==> config.mk <==
export PLATFORM = sky130hd
export DESIGN_NAME = cell_counter_access_status
export DESIGN_NICKNAME = d
export VERILOG_FILES = /design/src/include/cca_pkg.sv /design/src/hw/cell_counter_access_status.sv /design/src/hw/counter_transfer_engine.sv /design/src/hw/latch_strobe_divider.sv
export SDC_FILE = /design/constraint.sdc
export NUM_CORES = 1
export LEC_CHECK = 0
export ABC_AREA = 1
export ABC_CLOCK_PERIOD_IN_PS = 2000
export BUFFER_PORTS_ARGS = -buffer_cell sky130_fd_sc_hd__buf_2
export CAP_MARGIN = 40
export CORE_ASPECT_RATIO = 1.5
export CORE_UTILIZATION = 52
export CTS_CLUSTER_DIAMETER = 30
export CTS_CLUSTER_SIZE = 40
export DETAILED_ROUTE_END_ITERATION = 10
export PLACE_DENSITY = 0.81
export SLEW_MARGIN = 25
export SYNTH_ARGS = -nofsm -noshare
export SYNTH_HDL_FRONTEND = slang
export SYNTH_SLANG_ARGS = --single-unit
==> constraint.sdc <==
create_clock -name clk -period 2 [get_ports clk]
set_input_delay 0.2 -clock clk [delete_from_list [all_inputs] [get_ports clk]]
set_output_delay 0.2 -clock clk [all_outputs]
set_load 0.05 [all_outputs]
==> src/include/cca_pkg.sv <==
package cca_pkg;

   // ------------------------------------------------------------------
   // bus geometry and register word addresses
   // ------------------------------------------------------------------
   localparam int                ADDR_W        = 11;
   localparam int                N_LINKS_DEF   = 16;
   localparam int                LATCH_DIV_DEF = 8000;   // strobe edges per latch in divide mode
   localparam logic [ADDR_W-1:0] A_COUNT_MODE  = 11'h402;
   localparam logic [ADDR_W-1:0] A_GEN_STATUS  = 11'h40E;
   localparam logic [ADDR_W-1:0] A_XFER_CMD    = 11'h40F;
   localparam logic [ADDR_W-1:0] A_OVF_BASE    = 11'h410; // one word per link, up to 0x41F
   localparam logic [ADDR_W-1:0] A_BYTE3       = 11'h430;
   localparam logic [ADDR_W-1:0] A_BYTES21     = 11'h431;
   localparam logic [ADDR_W-1:0] A_CNT_SEL     = 11'h432;

   // ------------------------------------------------------------------
   // field positions and reset values
   // ------------------------------------------------------------------
   localparam int          CMD_SWLATCH_BIT = 10;
   localparam int          CMD_LMODE_LO    = 8;
   localparam int          CMD_DONE_BIT    = 7;
   localparam int          CMD_TOGGLE_BIT  = 6;
   localparam int          CMD_IE_BIT      = 3;
   localparam int          CMD_DIR_BIT     = 2;
   localparam int          SEL_TYPE_LO     = 5;
   localparam logic [15:0] CMD_RESET       = 16'h0080;
   localparam logic [15:0] ZERO_RESET      = 16'h0000;
   localparam logic [3:0]  GS_ALL          = 4'hF;
   localparam logic [15:0] OVF_MASK        = 16'h1FCE; // bits 12:6 and 3:1 are live

   // ------------------------------------------------------------------
   // enumerations
   // ------------------------------------------------------------------
   typedef enum logic [1:0] {
      LM_OFF  = 2'b00,
      LM_EDGE = 2'b01,
      LM_DIV  = 2'b10,
      LM_SW   = 2'b11
   } latch_mode_t;

   typedef enum logic [1:0] {
      CF_CLEAR = 2'b00,
      CF_VALUE = 2'b01,
      CF_IE    = 2'b10,
      CF_NONE  = 2'b11
   } cmd_field_t;

   typedef enum logic [2:0] {
      OP_CLEAR  = 3'b000,
      OP_WR_VAL = 3'b001,
      OP_RD_VAL = 3'b010,
      OP_WR_IE  = 3'b011,
      OP_RD_IE  = 3'b100
   } cnt_op_t;

   // ------------------------------------------------------------------
   // carriers
   // ------------------------------------------------------------------
   typedef struct packed {
      logic              wr;     // one-cycle write strobe
      logic              rd;     // one-cycle read strobe
      logic [ADDR_W-1:0] addr;   // word address
      logic [15:0]       wdata;
   } host_req_t;

   typedef struct packed {
      logic        valid;        // held until ack
      cnt_op_t     op;
      logic [3:0]  ctype;
      logic [4:0]  link;
      logic [23:0] wdata;
      logic        ie;
   } cnt_req_t;

   typedef struct packed {
      logic        ack;          // one-cycle completion pulse
      logic [23:0] rdata;
      logic        ie;
   } cnt_rsp_t;

   typedef struct packed {
      logic out_clk_slow;        // cell-bus output clock missing
      logic in_clk_slow;         // cell-bus input clock missing
      logic tx_fifo_ovf;         // a transmit cell-bus fifo overflowed
      logic cell_ram_full;       // no free transmit cell buffer
   } status_evt_t;

endpackage

==> src/hw/cell_counter_access_status.sv <==
`timescale 1ns/10ps
// Overview of operation
// - per-link bit picks all or user cells
// - output clock missing sets latched status bit 3
// - input clock missing sets latched status bit 2
// - status bit 1 flags transmit fifo overflow
// - no free cell buffer sets status bit 0
// - latch mode off, strobe, every 8000, software
// - software latch on bit 10 rising write
// - bit 7 reads done, software writes 0
// - bit 6 toggles on every host write
// - enable value moves only for command 10
// - bit 2 chooses write-in or read-out direction
// - command 00 clear, 01 value, 10 enable
// - command register resets to 0x0080
// - reserved bits 11, 5, 4 written zero
// - status bits 15:4 read zero
// - byte-3 holding register carries counter msb
// - select holds counter type and link
// - overflow bits latch until written zero
module cell_counter_access_status #(
   parameter int N_LINKS   = cca_pkg::N_LINKS_DEF,
   parameter int LATCH_DIV = cca_pkg::LATCH_DIV_DEF
) (
   input  wire logic                     clk,
   input  wire logic                     arst_n,
   input  wire cca_pkg::host_req_t       host_req,
   output logic [15:0]                   host_rdata,
   input  wire logic                     counter_latch_strobe,
   input  wire cca_pkg::status_evt_t     status_evt,
   input  wire logic [N_LINKS-1:0][15:0] ovf_set,
   output logic [15:0]                   input_count_mode,
   output logic                          counter_latch,
   output cca_pkg::cnt_req_t             cnt_req,
   input  wire cca_pkg::cnt_rsp_t        cnt_rsp
);
   import cca_pkg::*;

   if (N_LINKS < 1 || N_LINKS > 16)
   begin : g_bad_links
      $error("N_LINKS must lie between 1 and 16");
   end

   // ------------------------------------------------------------------
   // helpers
   // ------------------------------------------------------------------
   // true when the word address falls in the per-link overflow window
   function automatic logic is_ovf(input logic [ADDR_W-1:0] a);
      return (a[ADDR_W-1:4] == A_OVF_BASE[ADDR_W-1:4]) && ({1'b0, a[3:0]} < 5'(N_LINKS));
   endfunction

   // command field and direction into a counter-side operation
   function automatic cnt_op_t cmd_to_op(input logic [1:0] f, input logic dir);
      cnt_op_t op;
      op = OP_CLEAR;
      case (cmd_field_t'(f))
         CF_CLEAR: op = OP_CLEAR;
         CF_VALUE: op = dir ? OP_RD_VAL : OP_WR_VAL;
         CF_IE:    op = dir ? OP_RD_IE : OP_WR_IE;
         default:  op = OP_CLEAR;
      endcase
      return op;
   endfunction

   // ------------------------------------------------------------------
   // state
   // ------------------------------------------------------------------
   logic [15:0]               count_mode_r;  // one bit per link
   logic [3:0]                gs_r;          // latched general status
   latch_mode_t               lmode_r;       // bits 9:8
   logic                      swl_r;         // bit 10 as last written
   logic                      ie_r;          // bit 3
   logic                      dir_r;         // bit 2
   logic [1:0]                cfield_r;      // bits 1:0
   logic                      toggle_r;      // bit 6
   logic [8:0]                sel_r;         // counter select
   logic [7:0]                byte3_r;       // holding byte 3
   logic [15:0]               b21_r;         // holding bytes 2 and 1
   cnt_op_t                   op_r;          // operation in flight
   logic [N_LINKS-1:0][15:0]  ovf_r;         // per-link overflow flags
   logic [N_LINKS-1:0][15:0]  ovf_nxt;
   logic                      sw_latch_r;    // software latch pulse
   logic [15:0]               rdata_r;
   logic [3:0]                gs_nxt;

   // ------------------------------------------------------------------
   // address decode
   // ------------------------------------------------------------------
   wire       wr      = host_req.wr;
   wire [15:0] wd     = host_req.wdata;
   wire       wr_mode = wr && (host_req.addr == A_COUNT_MODE);
   wire       wr_gs   = wr && (host_req.addr == A_GEN_STATUS);
   wire       wr_cmd  = wr && (host_req.addr == A_XFER_CMD);
   wire       wr_b3   = wr && (host_req.addr == A_BYTE3);
   wire       wr_b21  = wr && (host_req.addr == A_BYTES21);
   wire       wr_sel  = wr && (host_req.addr == A_CNT_SEL);
   wire       ovf_hit = is_ovf(host_req.addr);
   wire [3:0] ovf_idx = host_req.addr[3:0];

   // ------------------------------------------------------------------
   // command decode and transfer engine
   // ------------------------------------------------------------------
   wire       xfer_done;
   wire       req_valid;
   wire [1:0] wr_field = wd[1:0];
   // field 11 starts nothing, so latch-mode writes need not disturb counters
   wire       start    = wr_cmd && (cmd_field_t'(wr_field) != CF_NONE);
   wire       take     = start && xfer_done;
   wire       rd_back  = cnt_rsp.ack && req_valid;
   wire       sw_rise  = wr_cmd && wd[CMD_SWLATCH_BIT] && !swl_r
                         && (latch_mode_t'(wd[CMD_LMODE_LO+:2]) == LM_SW);

   counter_transfer_engine u_engine (
      .clk       (clk),
      .arst_n    (arst_n),
      .start     (start),
      .ack       (cnt_rsp.ack),
      .done      (xfer_done),
      .req_valid (req_valid)
   );

   // ------------------------------------------------------------------
   // hardware latching from the strobe pin
   // ------------------------------------------------------------------
   wire strobe_latch;

   latch_strobe_divider #(
      .LATCH_DIV (LATCH_DIV)
   ) u_divider (
      .clk         (clk),
      .arst_n      (arst_n),
      .strobe      (counter_latch_strobe),
      .mode        (lmode_r),
      .latch_pulse (strobe_latch)
   );

   assign counter_latch = strobe_latch | sw_latch_r;

   // ------------------------------------------------------------------
   // latched status: a set in the clearing cycle wins
   // ------------------------------------------------------------------
   wire [3:0] gs_set  = {status_evt.out_clk_slow, status_evt.in_clk_slow,
                         status_evt.tx_fifo_ovf, status_evt.cell_ram_full};
   wire [3:0] gs_keep = wr_gs ? wd[3:0] : GS_ALL;

   always_comb
   begin
      gs_nxt = (gs_r & gs_keep) | gs_set;
      for (int i = 0; i < N_LINKS; i++)
      begin
         // writing 0 clears, writing 1 leaves the flag alone
         ovf_nxt[i] = ovf_r[i];
         if (wr && ovf_hit && (ovf_idx == 4'(i)))
            ovf_nxt[i] = ovf_r[i] & wd;
         ovf_nxt[i] = (ovf_nxt[i] | ovf_set[i]) & OVF_MASK;
      end
   end

   // ------------------------------------------------------------------
   // status registers
   // ------------------------------------------------------------------
   always_ff @(posedge clk or negedge arst_n)
   begin
      if (!arst_n)
      begin
         gs_r  <= ZERO_RESET[3:0];
         ovf_r <= '0;
      end
      else
      begin
         gs_r  <= gs_nxt;
         ovf_r <= ovf_nxt;
      end
   end

   // ------------------------------------------------------------------
   // control registers written by the host
   // ------------------------------------------------------------------
   always_ff @(posedge clk or negedge arst_n)
   begin
      if (!arst_n)
      begin
         count_mode_r <= ZERO_RESET;
         lmode_r      <= latch_mode_t'(CMD_RESET[CMD_LMODE_LO+:2]);
         swl_r        <= CMD_RESET[CMD_SWLATCH_BIT];
         ie_r         <= CMD_RESET[CMD_IE_BIT];
         dir_r        <= CMD_RESET[CMD_DIR_BIT];
         cfield_r     <= CMD_RESET[1:0];
         toggle_r     <= CMD_RESET[CMD_TOGGLE_BIT];
         sw_latch_r   <= 1'b0;
         sel_r        <= ZERO_RESET[8:0];
      end
      else
      begin
         sw_latch_r <= sw_rise;
         if (wr)
            toggle_r <= ~toggle_r;
         if (wr_mode)
            count_mode_r <= wd;
         if (wr_sel)
            sel_r <= wd[8:0];
         if (wr_cmd)
         begin
            // bits 11, 5, 4 and 7 are not stored; bit 6 follows writes only
            lmode_r  <= latch_mode_t'(wd[CMD_LMODE_LO+:2]);
            swl_r    <= wd[CMD_SWLATCH_BIT];
            dir_r    <= wd[CMD_DIR_BIT];
            cfield_r <= wr_field;
         end
         // a read-back of the enable bit overrides the host copy
         if (rd_back && (op_r == OP_RD_IE))
            ie_r <= cnt_rsp.ie;
         else if (wr_cmd)
            ie_r <= wd[CMD_IE_BIT];
      end
   end

   // ------------------------------------------------------------------
   // holding registers and the operation in flight
   // ------------------------------------------------------------------
   always_ff @(posedge clk or negedge arst_n)
   begin
      if (!arst_n)
      begin
         byte3_r <= ZERO_RESET[7:0];
         b21_r   <= ZERO_RESET;
         op_r    <= OP_CLEAR;
      end
      else
      begin
         if (take)
            op_r <= cmd_to_op(wr_field, wd[CMD_DIR_BIT]);
         // completion wins over a host write, which the host must not make
         if (rd_back && (op_r == OP_RD_VAL))
         begin
            byte3_r <= cnt_rsp.rdata[23:16];
            b21_r   <= cnt_rsp.rdata[15:0];
         end
         else
         begin
            if (wr_b3)
               byte3_r <= wd[7:0];
            if (wr_b21)
               b21_r <= wd;
         end
      end
   end

   // ------------------------------------------------------------------
   // request toward the counters
   // ------------------------------------------------------------------
   assign cnt_req.valid = req_valid;
   assign cnt_req.op    = op_r;
   assign cnt_req.ctype = sel_r[SEL_TYPE_LO+:4];
   assign cnt_req.link  = sel_r[SEL_TYPE_LO-1:0];
   assign cnt_req.wdata = {byte3_r, b21_r};
   assign cnt_req.ie    = ie_r;
   assign input_count_mode = count_mode_r;

   // ------------------------------------------------------------------
   // read path; unmapped words read zero, data held until next read
   // ------------------------------------------------------------------
   wire [15:0] cmd_view = {5'h00, swl_r, lmode_r, xfer_done, toggle_r,
                           2'b00, ie_r, dir_r, cfield_r};
   wire [15:0] rd_mux =
      (host_req.addr == A_COUNT_MODE) ? count_mode_r :
      (host_req.addr == A_GEN_STATUS) ? {12'h000, gs_r} :
      (host_req.addr == A_XFER_CMD)   ? cmd_view :
      (host_req.addr == A_BYTE3)      ? {8'h00, byte3_r} :
      (host_req.addr == A_BYTES21)    ? b21_r :
      (host_req.addr == A_CNT_SEL)    ? {7'h00, sel_r} :
      ovf_hit                         ? ovf_r[ovf_idx] : 16'h0000;

   always_ff @(posedge clk or negedge arst_n)
   begin
      if (!arst_n)
         rdata_r <= ZERO_RESET;
      else if (host_req.rd)
         rdata_r <= rd_mux;
   end

   assign host_rdata = rdata_r;

   // ------------------------------------------------------------------
   // checks
   // ------------------------------------------------------------------
   mode_write_a : assert property (@(posedge clk) disable iff (!arst_n)
      wr_mode |=> input_count_mode == $past(wd))
      else $error("count mode not taken from write");
   out_clk_a : assert property (@(posedge clk) disable iff (!arst_n)
      status_evt.out_clk_slow |=> gs_r[3] ##1 (gs_r[3] || $past(wr_gs)))
      else $error("output clock flag not latched");
   in_clk_hold_a : assert property (@(posedge clk) disable iff (!arst_n)
      gs_r[2] && !(wr_gs && !wd[2]) |=> gs_r[2])
      else $error("input clock flag lost without clear");
   fifo_ovf_a : assert property (@(posedge clk) disable iff (!arst_n)
      status_evt.tx_fifo_ovf && wr_gs |=> gs_r[1])
      else $error("fifo overflow lost to clear");
   ram_clear_a : assert property (@(posedge clk) disable iff (!arst_n)
      wr_gs && !wd[0] && !status_evt.cell_ram_full |=> !gs_r[0])
      else $error("cell ram flag not cleared");
   sw_latch_a : assert property (@(posedge clk) disable iff (!arst_n)
      wr_cmd && !wd[CMD_SWLATCH_BIT] |=> !sw_latch_r)
      else $error("zero write caused a latch");
   toggle_flip_a : assert property (@(posedge clk) disable iff (!arst_n)
      wr |=> toggle_r != $past(toggle_r))
      else $error("toggle bit did not flip");
   status_zero_a : assert property (@(posedge clk) disable iff (!arst_n)
      host_req.rd && (host_req.addr == A_GEN_STATUS) |=> host_rdata[15:4] == 12'h000)
      else $error("unused status bits read nonzero");
   done_read_a : assert property (@(posedge clk) disable iff (!arst_n)
      host_req.rd && (host_req.addr == A_XFER_CMD)
      |=> host_rdata[CMD_DONE_BIT] == $past(xfer_done))
      else $error("done bit read wrong");

endmodule

==> src/hw/counter_transfer_engine.sv <==
`timescale 1ns/10ps
module counter_transfer_engine (
   input  wire logic clk,
   input  wire logic arst_n,
   input  wire logic start,      // command written this cycle
   input  wire logic ack,        // counter side finished
   output logic      done,       // transfer-done flag
   output logic      req_valid   // request held toward the counters
);
   import cca_pkg::*;

   typedef enum logic {
      ST_IDLE = 1'b0,
      ST_BUSY = 1'b1
   } xfer_state_t;

   xfer_state_t state_r;
   xfer_state_t state_nxt;

   // ------------------------------------------------------------------
   // next state; a start while busy is dropped, the host must poll first
   // ------------------------------------------------------------------
   always_comb
   begin
      state_nxt = state_r;
      case (state_r)
         ST_IDLE: if (start) state_nxt = ST_BUSY;
         ST_BUSY: if (ack) state_nxt = ST_IDLE;
         default: state_nxt = ST_IDLE;
      endcase
   end

   always_ff @(posedge clk or negedge arst_n)
   begin
      if (!arst_n)
         state_r <= ST_IDLE;
      else
         state_r <= state_nxt;
   end

   assign done      = (state_r == ST_IDLE);
   assign req_valid = (state_r == ST_BUSY);

   done_drop_a : assert property (@(posedge clk) disable iff (!arst_n)
      done && start |=> !done ##0 req_valid)
      else $error("done did not drop on command");
   done_rise_a : assert property (@(posedge clk) disable iff (!arst_n)
      req_valid && ack |=> done)
      else $error("done did not return after ack");

endmodule

==> src/hw/latch_strobe_divider.sv <==
`timescale 1ns/10ps
module latch_strobe_divider #(
   parameter int LATCH_DIV = cca_pkg::LATCH_DIV_DEF
) (
   input  wire logic                clk,
   input  wire logic                arst_n,
   input  wire logic                strobe,      // counter_latch_strobe, synchronous
   input  wire cca_pkg::latch_mode_t mode,
   output logic                     latch_pulse  // one cycle per latch
);
   import cca_pkg::*;

   localparam int CW = $clog2(LATCH_DIV);

   if (LATCH_DIV < 2)
   begin : g_bad_div
      $error("LATCH_DIV must be at least 2");
   end

   logic          strobe_r;   // previous strobe level
   logic [CW-1:0] edges_r;    // rising edges seen in divide mode
   logic          pulse_r;
   wire           rise     = strobe & ~strobe_r;
   wire           last_one = (edges_r == CW'(LATCH_DIV - 1));

   // ------------------------------------------------------------------
   // edge counting; counter parks at zero outside divide mode
   // ------------------------------------------------------------------
   always_ff @(posedge clk or negedge arst_n)
   begin
      if (!arst_n)
      begin
         strobe_r <= 1'b0;
         edges_r  <= '0;
         pulse_r  <= 1'b0;
      end
      else
      begin
         strobe_r <= strobe;
         pulse_r  <= rise & ((mode == LM_EDGE) | ((mode == LM_DIV) & last_one));
         if (mode != LM_DIV)
            edges_r <= '0;
         else if (rise)
            edges_r <= last_one ? '0 : edges_r + 1'b1;
      end
   end

   assign latch_pulse = pulse_r;

   edge_latch_a : assert property (@(posedge clk) disable iff (!arst_n)
      (mode == LM_EDGE) && rise |=> latch_pulse)
      else $error("edge mode missed a latch");
   off_quiet_a : assert property (@(posedge clk) disable iff (!arst_n)
      $past(mode) == LM_OFF |-> !latch_pulse)
      else $error("latch while latching disabled");

endmodule

==> metrics.txt <==
Peak VDD IR=0.676 mV; # IOs=389; clock latency on the worst-skew pair=0.51 ns; nets=2,419; hpwl dp=28.1 mm; fin cells=2,447; sequential area share after synthesis=52.5%; placed insts=2,178; Ys Warns=0; CTS root buffer=clkbuf_16; via/cell ratio=5.80; Slew @ Worst Pin=0.684 ns; hold path cells=3; kind of cell adding the most delay to the critical path=compound AO/OA/AOI/OAI gates; critical path endpoint category=register; most frequent CP cell=nand2_1; final hold viol count=0; max-cap check violation count=0; Post-route DRC=0; Cells after Synth=1,542; # setup viols final=0; Final Max Tran Viols=0; die area=24,200 sq um; min-delay src=cnt_rsp[9]; most frequent cells in the layout=nand2_1 (492), buf_2 (291), dfrtp_1 (257), inv_1 (228), o21ai_0 (205); Vias=14,200; Wirelength per Cell=20.6 um; RSZ-0062 raised after global routing=no; WP data arrival=2.37 ns; post-route ant nets=0; crit path buf inv count=1; async set-or-reset flop fraction in the synthesized netlist=100%; Final Skew=0.0129 ns; Slowest cell on crit path=a22oi_1; clock slew at reported path FFs=0.06 ns; layout cells sized above 1=22.5%; EDFF count, synth=0; htree depth=2; launch point of the worst reg-to-reg path=ovf_r[123]; endpoint of the worst hold path=b21_r[8]; Post-Syn Area per Cell=7.95 sq um; setup bufs post-CTS=0; Longest Clk Path Bufs=3; initial antenna violation count=8; status=complete, no violations; Routed Wire Length=50.3 mm; GRT Total Usage=42.7%; Num Clock Sinks=257; global-route wire length before repair=78.2 mm; Final period util=98.9%; TritonCTS clock tree=built; pwr/cell area=736 nW/um^2; min Tclk post-route=1.98 ns; worst min path class=input port to register; CP Launch Type=register; Net Count, Synth=1,864; Reg2Reg Depth=8; FMAX=0.506 GHz; CP peak stage delay=0.57 ns; RePlAce Congestion=0.972; die height=190 um; commonest non-fill, non-tap cell in the layout=nand2_1; Netlist cell types=40; vias in the first global route=14,900; gr ovfl total=0; Post-Synthesis Cell Area=12,300 sq um; Core ar.=23,100 sq um; 1st-iter DRT viols=1,738; cell taking the most area after synthesis=dfrtp_1; FP Rows=68; die width=127 um; number of synthesized register bits=257; largest net degree at the start of global routing=58; Leak=8.85 nW; drt pass-1 iters=6; IO Port Bufs=292; Setup TNS=0 ns; Worst Path Required=2.39 ns; clock buffer count from CTS=36; area grow syn2layout=45.6%; FF-to-FF setup slack=0.02 ns; Synth Flop Type=dfrtp_1; Slew HR=54.4%; CP max FO=2; Critical Path, Cell by Cell=a22oi_1 > nand2_1 > nand2_1 > nand2_1 > o21ai_0 > nand3_1 > nand2_1 > inv_1; Starting Density=53.2%; Crit Path Class=register to register; Synth top area share=52.5%; FF-to-FF End=host_rdata[11]; Synth area leaders=dfrtp_1 (52%), nand2_1 (15%), o21ai_0 (8.4%)
-- cell type report --
type,instances,area [sq um]
tap,315,394
multi-input combinational,992,4720
clock inverter,18,146
inverter,235,882
clock buffer,46,1010
antenna,9,22.5
fill,1423,5200
timing repair buffer,575,4250
sequential,257,6430
-- synthesized netlist by cell type, drive strengths merged (6+ instances only) --
library cell and count:
nand2 495, or2 7, a21oi 16, a22oi 46
nand4 11, a31oi 16, o21ai 206, clkbuf 36
dfrtp 257, o21bai 11, mux2 7, buf 22
nand3 44, nor2 75, inv 233, nor4 6
nor3 15
-- worst max path at each step --
stage,from,to,slack [ns],cells past startpoint
floorplan,op_r[1],b21_r[10],0.11,6
global placement,host_req[23],ovf_r[230],-0.05,10
detailed placement,host_req[23],ovf_r[232],-0.07,10
CTS,u_divider.edges_r[0],u_divider.edges_r[10],0.07,10
global route,host_req[23],gs_r[0],0.01,13
finish,ovf_r[123],host_rdata[11],0.02,8
-- flip-flops by register name, summed over array words and instances, names as in the netlist, 2 cells and up --
register,count
op_r,3
u_divider.edges_r,13
cfield_r,2
gs_r,4
ovf_r,160
b21_r,16
input_count_mode,16
lmode_r,2
sel_r,9
byte3_r,8
host_rdata,16
-- cell families after synthesis --
group | count (synthesis) | synth area share, %
AND/OR/NAND/NOR | 654 | 21.7
AO/OA/AOI/OAI | 322 | 15.1
buffers and inverters | 293 | 9.28
flip-flops | 257 | 52.5
multiplexers | 9 | 0.806
adder cells (fa/ha/maj) | 4 | 0.408
XOR/XNOR | 3 | 0.214
-- per-layer routing --
metal	GRT usage [%]	vias to the layer above	share of wire, %
met4	34.3	2	9.5
met2	71.0	1202	48
met3	9.73	427	9.4
met1	46.5	6524	33
li1	-	6047	-
met5	0	-	0.026
-- tightest hold or removal path: stages --
cell and delay, ns:
buf_2 0.10, nand2_1 0.08, a31oi_1 0.10
-- per-stage QoR --
step / util (%) / instance area, sq um / power (mW) / worst slack, ns / hold WS [ns]
4_1_cts: 77.3 / 17800 / 13.0 / 0.0739 / 0.00130
3_3_place_gp: 63.7 / 14700 / 6.67 / -0.0455 / 0.160
2_1_floorplan: - / 12300 / 6.07 / 0.107 / -0.0956
6_report: 77.4 / 17900 / 13.1 / 0.0226 / 0.0237
5_1_grt: 77.4 / 17800 / 13.5 / 0.0119 / 0.00868
3_5_place_dp: 63.7 / 14700 / 6.70 / -0.0750 / 0.158
-- power by group --
part	total (mW)	switching (mW)	internal, mW
clock network	6.13	2.49	3.64
logic	1.62	0.924	0.700
registers	5.38	0.0782	5.30
-- timing repair --
item,in CTS,in global routing
gates resized for setup,0,5
endpoints found under the hold margin,248,0
hold buffers,196,0
endpoints found under the setup margin,0,14
Power figures use the tool's default switching activity.
